$ cat src/design/cal_menu_defines.svh
`ifndef CAL_MENU_DEFINES_SVH
`define CAL_MENU_DEFINES_SVH

// ----------------------------------------
// clock and timing
// ----------------------------------------
`define CLK_HZ 100000000
`define FNC_HOLD_MS 3000
`define SPAN_SHOW_MS 2000
`define DEBOUNCE_US 5000
`define RES_LIMIT 10000

// ----------------------------------------
// key vector positions
// ----------------------------------------
`define KEY_CANCEL 0
`define KEY_ENTER 1
`define KEY_RIGHT 2
`define KEY_UP 3
`define KEY_DOWN 4
`define KEY_FNC 5
`define KEY_NUM 6

// ----------------------------------------
// apb register map
// ----------------------------------------
`define REG_CTRL 8'h00
`define REG_STATUS 8'h04
`define REG_MIN_DIV 8'h08
`define REG_CAPACITY 8'h0c
`define REG_ZERO 8'h10
`define REG_RATED 8'h14
`define REG_SPAN_WT 8'h18
`define REG_SPAN_CNT 8'h1c
`define REG_ENTRY 8'h20
`define CTRL_RESET 32'h0000_0001
`define CTRL_MENU_EN 0

`endif

$ cat src/design/cal_menu_pkg.sv
package cal_menu_pkg;

  // ----------------------------------------
  // menu states, one-hot
  // ----------------------------------------
  typedef enum logic [11:0] {
    ST_MEAS = 12'h001,
    ST_FSEL = 12'h002,
    ST_SEL_DSP = 12'h004,
    ST_SEL_LOAD = 12'h008,
    ST_SEL_FULL = 12'h010,
    ST_DIV = 12'h020,
    ST_CAP = 12'h040,
    ST_ZERO = 12'h080,
    ST_VOLT = 12'h100,
    ST_SPAN = 12'h200,
    ST_SHOW = 12'h400,
    ST_DONE = 12'h800
  } state_t;

  // ----------------------------------------
  // calibration modes
  // ----------------------------------------
  typedef enum logic [1:0] {
    MODE_DSP = 2'h0,
    MODE_LOAD = 2'h1,
    MODE_FULL = 2'h2
  } mode_t;

endpackage : cal_menu_pkg

$ cat src/design/calibration_menu_sequencer.sv
// Design decisions made here: the placing of the registers and the APB interface to the registers.
`timescale 1ns/100ps
`include "cal_menu_defines.svh"

// Overview of operation
// function key held three seconds in measurement enters function selection.
// right key steps digital span, load calibration, full calibration in order.
// digital span runs division, capacity, zero, rated output, then completion.
// cancel drops the entry and returns to the current mode's top display.
// right selects digit, up/down change it, enter stores and advances.
// enter at zero step captures present reading as zero point.
// load mode: zero, span weight entry, span shown two seconds, completion.
// enter at completion returns to top; top right next mode, cancel measures.
// full mode: division, capacity, zero, span, show span, completion, top.
// capacity accepted only if resolution below 10000.
// operator uses heavy span weight and waits for a stable reading.
// operator holds external inputs longer than 10 ms.
// keys debounced, one action per press edge; function key hold timed.
module calibration_menu_sequencer import cal_menu_pkg::*; #(
  parameter int NDIG = 5,
  parameter int RD_W = 24,
  parameter int HOLD_CYC = `FNC_HOLD_MS * (`CLK_HZ / 1000),
  parameter int SHOW_CYC = `SPAN_SHOW_MS * (`CLK_HZ / 1000),
  parameter int DEB_CYC = `DEBOUNCE_US * (`CLK_HZ / 1000000)
) (
  input wire logic pclk,
  input wire logic presetn,
  input wire logic psel,
  input wire logic penable,
  input wire logic pwrite,
  input wire logic [7:0] paddr,
  input wire logic [31:0] pwdata,
  output logic [31:0] prdata,
  output logic pready,
  output logic pslverr,
  input wire logic fnc_key,
  input wire logic right_key,
  input wire logic up_key,
  input wire logic down_key,
  input wire logic enter_key,
  input wire logic cancel_key,
  input wire logic [RD_W-1:0] raw_reading,
  output logic [RD_W-1:0] min_division,
  output logic [RD_W-1:0] capacity,
  output logic [RD_W-1:0] zero_point,
  output logic [RD_W-1:0] rated_output,
  output logic [RD_W-1:0] span_weight,
  output logic [RD_W-1:0] span_count,
  output logic zero_strobe,
  output logic cal_update,
  output logic [11:0] disp_state,
  output logic [4*NDIG-1:0] disp_entry,
  output logic [3:0] disp_digit
);

  localparam int DW = $clog2(NDIG);

  state_t state, next_state;
  mode_t cur_mode;
  logic [31:0] ctrl;
  logic [31:0] hold_cnt;
  logic [31:0] show_cnt;
  logic [4*NDIG-1:0] entry;
  logic [DW-1:0] digit_sel;
  logic [3:0] cur_dig;
  logic [RD_W-1:0] entry_bin;
  logic res_ok, res_error, hold_fire, in_entry, in_step;
  logic [`KEY_NUM-1:0] key_raw, key_lvl, key_press;
  logic k_cancel, k_enter, k_right, k_up, k_down;
  logic [31:0] rd_mux;
  logic rd_hit;
  state_t top_state;

  // ----------------------------------------
  // key debouncing
  // ----------------------------------------
  assign key_raw = {fnc_key, down_key, up_key, right_key, enter_key, cancel_key};

  for (genvar i = 0; i < `KEY_NUM; i++) begin : g_key
    key_debounce #(.CNT(DEB_CYC)) u_deb (
      .pclk(pclk),
      .presetn(presetn),
      .raw(key_raw[i]),
      .level(key_lvl[i]),
      .press(key_press[i])
    );
  end

  // one key acts per cycle, cancel first
  always_comb begin
    k_cancel = key_press[`KEY_CANCEL];
    k_enter = key_press[`KEY_ENTER] & ~k_cancel;
    k_right = key_press[`KEY_RIGHT] & ~k_cancel & ~k_enter;
    k_up = key_press[`KEY_UP] & ~k_cancel & ~k_enter & ~k_right;
    k_down = key_press[`KEY_DOWN] & ~k_cancel & ~k_enter & ~k_right & ~k_up;
  end

  // ----------------------------------------
  // helpers
  // ----------------------------------------
  function automatic logic [RD_W-1:0] bcd2bin(input logic [4*NDIG-1:0] b);
    logic [RD_W-1:0] acc;
    acc = '0;
    for (int i = NDIG - 1; i >= 0; i--) begin
      acc = RD_W'(acc * RD_W'(10)) + RD_W'(b[i*4 +: 4]);
    end
    return acc;
  endfunction : bcd2bin

  assign entry_bin = bcd2bin(entry);
  assign cur_dig = entry[digit_sel*4 +: 4];
  assign res_ok = 32'(entry_bin) < 32'(32'(min_division) * 32'(`RES_LIMIT));
  assign in_entry = (state == ST_DIV) || (state == ST_CAP) || (state == ST_VOLT) || (state == ST_SPAN);
  assign in_step = in_entry || (state == ST_ZERO) || (state == ST_SHOW) || (state == ST_DONE);
  assign hold_fire = (state == ST_MEAS) && key_lvl[`KEY_FNC] && ctrl[`CTRL_MENU_EN] &&
    (hold_cnt == 32'(HOLD_CYC - 1));

  always_comb begin
    case (cur_mode)
      MODE_LOAD: top_state = ST_SEL_LOAD;
      MODE_FULL: top_state = ST_SEL_FULL;
      default: top_state = ST_SEL_DSP;
    endcase
  end

  // ----------------------------------------
  // function key hold timer
  // ----------------------------------------
  always_ff @(posedge pclk or negedge presetn) begin
    if (!presetn) begin
      hold_cnt <= 32'h0;
    end else if (state == ST_MEAS && key_lvl[`KEY_FNC] && ctrl[`CTRL_MENU_EN]) begin
      if (!hold_fire) begin
        hold_cnt <= hold_cnt + 32'h1;
      end
    end else begin
      hold_cnt <= 32'h0;
    end
  end

  // ----------------------------------------
  // menu state machine
  // ----------------------------------------
  always_comb begin
    next_state = state;
    case (state)
      ST_MEAS: if (hold_fire) next_state = ST_FSEL;
      ST_FSEL: begin
        if (k_cancel) next_state = ST_MEAS;
        else if (k_right) next_state = ST_SEL_DSP;
      end
      ST_SEL_DSP: begin
        if (k_cancel) next_state = ST_MEAS;
        else if (k_enter) next_state = ST_DIV;
        else if (k_right) next_state = ST_SEL_LOAD;
      end
      ST_SEL_LOAD: begin
        if (k_cancel) next_state = ST_MEAS;
        else if (k_enter) next_state = ST_ZERO;
        else if (k_right) next_state = ST_SEL_FULL;
      end
      ST_SEL_FULL: begin
        if (k_cancel) next_state = ST_MEAS;
        else if (k_enter) next_state = ST_DIV;
        else if (k_right) next_state = ST_SEL_DSP;
      end
      ST_DIV: begin
        if (k_cancel) next_state = top_state;
        else if (k_enter) next_state = ST_CAP;
      end
      ST_CAP: begin
        if (k_cancel) next_state = top_state;
        else if (k_enter && res_ok) next_state = ST_ZERO;
      end
      ST_ZERO: begin
        if (k_cancel) next_state = top_state;
        else if (k_enter) next_state = (cur_mode == MODE_DSP) ? ST_VOLT : ST_SPAN;
      end
      ST_VOLT: begin
        if (k_cancel) next_state = top_state;
        else if (k_enter) next_state = ST_DONE;
      end
      ST_SPAN: begin
        if (k_cancel) next_state = top_state;
        else if (k_enter) next_state = ST_SHOW;
      end
      ST_SHOW: begin
        if (k_cancel) next_state = top_state;
        else if (show_cnt == 32'(SHOW_CYC - 1)) next_state = ST_DONE;
      end
      ST_DONE: if (k_enter || k_cancel) next_state = top_state;
      default: next_state = ST_MEAS;
    endcase
  end

  always_ff @(posedge pclk or negedge presetn) begin
    if (!presetn) begin
      state <= ST_MEAS;
    end else begin
      state <= next_state;
    end
  end

  always_ff @(posedge pclk or negedge presetn) begin
    if (!presetn) begin
      cur_mode <= MODE_DSP;
    end else if (next_state == ST_SEL_LOAD) begin
      cur_mode <= MODE_LOAD;
    end else if (next_state == ST_SEL_FULL) begin
      cur_mode <= MODE_FULL;
    end else if (next_state == ST_SEL_DSP) begin
      cur_mode <= MODE_DSP;
    end
  end

  always_ff @(posedge pclk or negedge presetn) begin
    if (!presetn) begin
      show_cnt <= 32'h0;
    end else if (state == ST_SHOW) begin
      show_cnt <= show_cnt + 32'h1;
    end else begin
      show_cnt <= 32'h0;
    end
  end

  // ----------------------------------------
  // digit entry
  // ----------------------------------------
  always_ff @(posedge pclk or negedge presetn) begin
    if (!presetn) begin
      entry <= '0;
      digit_sel <= '0;
    end else if (next_state != state) begin
      entry <= '0;
      digit_sel <= '0;
    end else if (in_entry) begin
      if (k_right) begin
        digit_sel <= (digit_sel == DW'(NDIG - 1)) ? '0 : digit_sel + DW'(1);
      end else if (k_up) begin
        entry[digit_sel*4 +: 4] <= (cur_dig == 4'h9) ? 4'h0 : cur_dig + 4'h1;
      end else if (k_down) begin
        entry[digit_sel*4 +: 4] <= (cur_dig == 4'h0) ? 4'h9 : cur_dig - 4'h1;
      end
    end
  end

  // ----------------------------------------
  // stored settings to measurement core
  // ----------------------------------------
  always_ff @(posedge pclk or negedge presetn) begin
    if (!presetn) begin
      min_division <= '0;
      capacity <= '0;
      zero_point <= '0;
      rated_output <= '0;
      span_weight <= '0;
      span_count <= '0;
      zero_strobe <= 1'b0;
      cal_update <= 1'b0;
    end else begin
      zero_strobe <= 1'b0;
      cal_update <= (next_state == ST_DONE) && (state != ST_DONE);
      if (k_enter) begin
        case (state)
          ST_DIV: min_division <= entry_bin;
          ST_CAP: if (res_ok) capacity <= entry_bin;
          ST_ZERO: begin
            zero_point <= raw_reading;
            zero_strobe <= 1'b1;
          end
          ST_VOLT: rated_output <= entry_bin;
          ST_SPAN: begin
            span_weight <= entry_bin;
            span_count <= raw_reading - zero_point;
          end
          default: ;
        endcase
      end
    end
  end

  always_ff @(posedge pclk or negedge presetn) begin
    if (!presetn) begin
      res_error <= 1'b0;
    end else if (state == ST_CAP && k_enter && !res_ok) begin
      res_error <= 1'b1;
    end else if (state != ST_CAP) begin
      res_error <= 1'b0;
    end
  end

  // ----------------------------------------
  // display outputs
  // ----------------------------------------
  always_ff @(posedge pclk or negedge presetn) begin
    if (!presetn) begin
      disp_state <= ST_MEAS;
      disp_entry <= '0;
      disp_digit <= 4'h0;
    end else begin
      disp_state <= state;
      disp_entry <= (state == ST_SHOW) ? (4*NDIG)'(span_count) : entry;
      disp_digit <= 4'(digit_sel);
    end
  end

  // ----------------------------------------
  // apb slave
  // ----------------------------------------
  always_comb begin
    rd_hit = 1'b1;
    case (paddr)
      `REG_CTRL: rd_mux = ctrl;
      `REG_STATUS: rd_mux = 32'({res_error, cur_mode, 4'(digit_sel), state});
      `REG_MIN_DIV: rd_mux = 32'(min_division);
      `REG_CAPACITY: rd_mux = 32'(capacity);
      `REG_ZERO: rd_mux = 32'(zero_point);
      `REG_RATED: rd_mux = 32'(rated_output);
      `REG_SPAN_WT: rd_mux = 32'(span_weight);
      `REG_SPAN_CNT: rd_mux = 32'(span_count);
      `REG_ENTRY: rd_mux = 32'(entry_bin);
      default: begin
        rd_mux = 32'h0;
        rd_hit = 1'b0;
      end
    endcase
  end

  assign pready = psel & penable;

  always_ff @(posedge pclk or negedge presetn) begin
    if (!presetn) begin
      prdata <= 32'h0;
      pslverr <= 1'b0;
    end else if (psel && !penable) begin
      prdata <= pwrite ? 32'h0 : rd_mux;
      pslverr <= !rd_hit;
    end
  end

  always_ff @(posedge pclk or negedge presetn) begin
    if (!presetn) begin
      ctrl <= `CTRL_RESET;
    end else if (pready && pwrite && paddr == `REG_CTRL) begin
      ctrl <= pwdata;
    end
  end
endmodule : calibration_menu_sequencer

$ cat src/design/key_debounce.sv
`timescale 1ns/100ps

module key_debounce #(
  parameter int CNT = 500000
) (
  input wire logic pclk,
  input wire logic presetn,
  input wire logic raw,
  output logic level,
  output logic press
);

  logic [31:0] cnt;

  // ----------------------------------------
  // stability counter, one pulse per press
  // ----------------------------------------
  always_ff @(posedge pclk or negedge presetn) begin
    if (!presetn) begin
      cnt <= 32'h0;
      level <= 1'b0;
      press <= 1'b0;
    end else begin
      press <= 1'b0;
      if (raw == level) begin
        cnt <= 32'h0;
      end else if (cnt == 32'(CNT - 1)) begin
        cnt <= 32'h0;
        level <= raw;
        press <= raw;
      end else begin
        cnt <= cnt + 32'h1;
      end
    end
  end
endmodule : key_debounce

$ cat config.mk
export PLATFORM = sky130hd
export DESIGN_NAME = calibration_menu_sequencer
export DESIGN_NICKNAME = d
export VERILOG_FILES = /design/src/design/cal_menu_pkg.sv /design/src/design/calibration_menu_sequencer.sv /design/src/design/key_debounce.sv
export VERILOG_INCLUDE_DIRS = /design/src /design/src/design
export SDC_FILE = /design/constraint.sdc
export NUM_CORES = 1
export LEC_CHECK = 0
export CAP_MARGIN = 15
export CORE_ASPECT_RATIO = 0.75
export CORE_MARGIN = 5
export CORE_UTILIZATION = 40
export CTS_BUF_LIST = sky130_fd_sc_hd__clkbuf_4 sky130_fd_sc_hd__clkbuf_8
export DETAILED_ROUTE_END_ITERATION = 12
export DONT_BUFFER_PORTS = 1
export GPL_TIMING_DRIVEN = 0
export HOLD_SLACK_MARGIN = 0.1
export PLACE_DENSITY = 0.55
export SLEW_MARGIN = 20
export SYNTH_ARGS = -nofsm -noshare
export SYNTH_HDL_FRONTEND = slang
export SYNTH_SLANG_ARGS = --single-unit
$ cat constraint.sdc
create_clock -name pclk -period 9.84 [get_ports pclk]
set_input_delay 1.476 -clock pclk [delete_from_list [all_inputs] [get_ports pclk]]
set_output_delay 1.476 -clock pclk [all_outputs]
set_load 0.02 [all_outputs]
==> impl_results.md <==
* Gp weighted congestion at about 0.95
* Main combinational cell family by area after synthesis: simple AND/OR/NAND/NOR gates
* Fin Clk Skew at 0.0329 ns
* Clock sink count at roughly 550
* Antenna violations before repair at 14
* Worst setup path start: entry[19]
* Path category of the worst min-delay check: register to register
* Starting density of the core at 40.1%
* Max frequency at 101 MHz
* Largest stage delay on the critical path at around 0.66 ns
* Total count of hold-check failures in the final report at 0
* Arrival time at the worst endpoint at 10.54 ns
* Count of port buffers added during placement at 0
* Area added between synthesis and finish at 17.1%
* Footprint of the multi-input gates at 19700 um2
* Type of the worst setup path: register to register
* Final min period at just under 10 ns
* Number of failing setup endpoints in the final timing report at 2
* I/O pin count at ~290
* Crit path max-delay cell type: fa_2
* Mux contribution to synthesized area at 4.27%
* Length of the first detailed-routing pass in iterations at 6
* Reported max-cap violation count at 0
* Most numerous cell on the critical path: ha_4
* Total Routed Length at around 110000 um
* Least-Margin Pin Slew at 3.10 ns
* Cell types with the largest area share after synthesis: dfrtp_1 41%, ha_1 8.1%, xor2_1 5.2%, nor2_1 4.6%, fa_1 3.8%
* Wire length per cell at around 23 um
* Share of synthesized flip-flops with an asynchronous set or reset at 100%
* Register area at 13800 um2
* Cells after synthesis at between 3000 and 4000
* Ys flop type: dfrtp_1
* Required time of the critical path at between 10 and 15 ns
* Vias post-DR at 26800
* Number of slew-limit violations in the final report at roughly 410
* Element type at the critical path end: register
* Largest net degree at the start of global routing at approximately 550
* Clock insertion delay at the later pin of the skew report at ~0.74 ns
* Depth of the worst register-to-register path at 45
* Violated checks: max-slew violations, negative setup slack
* Maximum level of the CTS H-tree at 3
* Run status: complete, but fails checks
* Sequential share of the synthesized area at ~41%
* Clock root buffer: clkbuf_8
* Unrepaired setup endpoints after global routing: true
* Average instance area after synthesis at 9.47 um2
* Die width at ~340 um
* Hold buffer count at cts at 0
* Sort of element at the start of the critical path: register
* Worst slack after detailed placement at -2.16 ns
* Flop and latch count out of synthesis at 551
* Cell area after technology mapping at 33600 um2
* Core Region at around 84000 um2
* Simple-gate share of the synthesized area at 18.1%
* Share of cells above drive strength 1 at approximately 15%
* Static Leakage at 18.3 nW
* Bufs on Longest Clock Path at 3
* Number of design rule violations left after detail routing at 0
* Final net count at around 4000
* First-pass GRT wire length at around 170000 um
* Worst vdd ir at 88.8 uV
* Filler cell count in the final layout at 7992
* Drt first-iter violations at ~2200
* Total grt overflow at 0
* Number of buffers created by CTS at 96
* Die Y-Extent at 261 um
* Cell area power density at between 100 and 150 nW/um2
* Number of distinct library cells after synthesis at 92
* Post-route antenna net violation count at 0
* Worst relative slew slack at -107%
* Number of synthesized flops with an enable pin at 0
* Reg-to-reg slack, setup at -0.06 ns
* Final Util at a little under half
* Launch instance of the worst register-to-register path: entry[19]
* Total Routing Usage GR at between 20 and 25%
* HPWL Detailed at about 84000 um
* Std-Cell Rows at 92
* Total of warnings raised by yosys at 0
* Most common cell after layout, fill and taps aside: dfrtp_1
* Post-synth top area share at between 40% and 50%
* Maximum fanout count along the critical path at 6
* End point of the critical path: cur_mode[0]
* Least setup slack across all paths after layout at -0.0576 ns
* Complex-gate fraction of the synthesized area at between 10 and 15%
* Share of the clock period used by the worst path at 101%
* Via/cell ratio at roughly 5.4
* Vias in the first global route at ~26000
* Most frequent cells in the layout: 544 x dfrtp_1, 375 x nor2_1, 289 x nand2_1, 285 x inv_1, 189 x xor2_1
* TritonCTS clock tree: done
* Clock-pin slew reported for the worst setup and hold paths after clock tree synthesis at 0.07 ns
* End of the worst register-to-register path: cur_mode[0]
* Leading area contributor after synthesis: dfrtp_1
* Adder-cell share of the synthesized area at between 10% and 20%
* Synth Area in XOR/XNOR at ~8.8%
* Area of the die at about 90000 um2
## worst min path at each step
stage | slack (ns) | startpoint | depth (start not counted) | endpoint
final | 0.41 | digit_sel[0] | 0 | disp_digit[0]
after global routing | 0.40 | state[11] | 0 | disp_state[11]
after CTS | 0.41 | presetn | 0 | g_key[5].u_deb.cnt[21]
after detailed placement | 0.37 | state[11] | 0 | disp_state[11]
after global placement | 0.35 | state[11] | 0 | disp_state[11]
after floorplan | 0.35 | state[11] | 0 | disp_state[11]
## final cells by class
cell class | instances | share of cell area [%]
multi-input cells | 2597 | 50.1
flip-flops and latches | 551 | 35.1
clock buffers | 151 | 4.79
well taps | 1128 | 3.59
inverters | 291 | 2.79
repair buffers | 92 | 1.84
plain buffers | 107 | 1.24
clock inverters | 19 | 0.513
diodes | 11 | 0.0700
## state kept, by name (all words and copies together) (netlist names), 20 cells and up
name	count
g_key.u_deb.cnt	192
disp_entry	20
min_division	24
span_count	24
capacity	24
span_weight	24
ctrl	32
rated_output	24
zero_point	24
entry	20
prdata	32
show_cnt	32
hold_cnt	32
## synth_stat cells (35+ instances only)
master / n
a22oi_1: 53
a21o_1: 35
nor3_1: 44
nand3_1: 145
and3_1: 90
fa_1: 64
dfrtp_1: 548
xnor2_1: 136
nand2_1: 294
mux2_2: 90
clkbuf_1: 91
nand4_1: 46
ha_1: 216
o21ai_0: 188
a21oi_1: 127
xor2_1: 201
inv_1: 291
nor4_1: 47
nor2_1: 407
## cells by family (layout without fill, tap and decap cells)
| logic type | Yosys count | count (layout) |
|---|---|---|
| adder cells (fa/ha/maj) | 280 | 280 |
| AO/OA/AOI/OAI | 593 | 593 |
| buffers and inverters | 399 | 660 |
| multiplexers | 126 | 126 |
| XOR/XNOR | 337 | 337 |
| other | 1 | 15 |
| flip-flops | 551 | 551 |
| AND/OR/NAND/NOR | 1257 | 1257 |
## repair_timing
action	4_1_cts	5_1_grt
resized for setup	116	165
buffers inserted	66	26
setup endpoints to repair	54	55
cloned	0	3
pin swaps	63	71
## stage by stage
step	cell area (um2)	std cells	power (mW)	TNS (ns)	hold WS [ns]
floorplan	33600	3547	2.40	0	0.349
global placement	35000	4675	2.43	-106.00	0.355
detailed placement	35000	4675	2.43	-105.09	0.366
CTS	38200	4909	4.78	0	0.409
global route	39300	4937	4.89	-13.17	0.403
finish	39300	4947	4.72	-0.0578	0.412
## routing by layer
| layer | share of wire (%) | routed length (um) | up-vias | track usage, % |
|---|---|---|---|---|
| met5 | 0.050 | 57 | - | 0 |
| met4 | 3.1 | 3480 | 10 | 7.41 |
| met3 | 13 | 14600 | 185 | 12.4 |
| met2 | 41 | 46900 | 928 | 35.4 |
| met1 | 42 | 48100 | 13000 | 32.8 |
| li1 | - | - | 12600 | - |
## critical path: cells and delay by family, from the launching register on
kind                       cells  cell delay (ns)
AOI/OAI and AO/OA             18             3.49
buffers and inverters          4             0.55
and+or+nand+nor                7             1.14
DFF                            1             0.44
xor gates and xnor gates       6             1.25
adders and majority gates     10             2.92
## report_power, final
| part | internal, mW | switching [mW] |
|---|---|---|
| logic | 0.0404 | 0.0645 |
| clock network | 1.28 | 1.04 |
| registers | 2.28 | 0.0176 |
(Power assumes the default switching activity.)
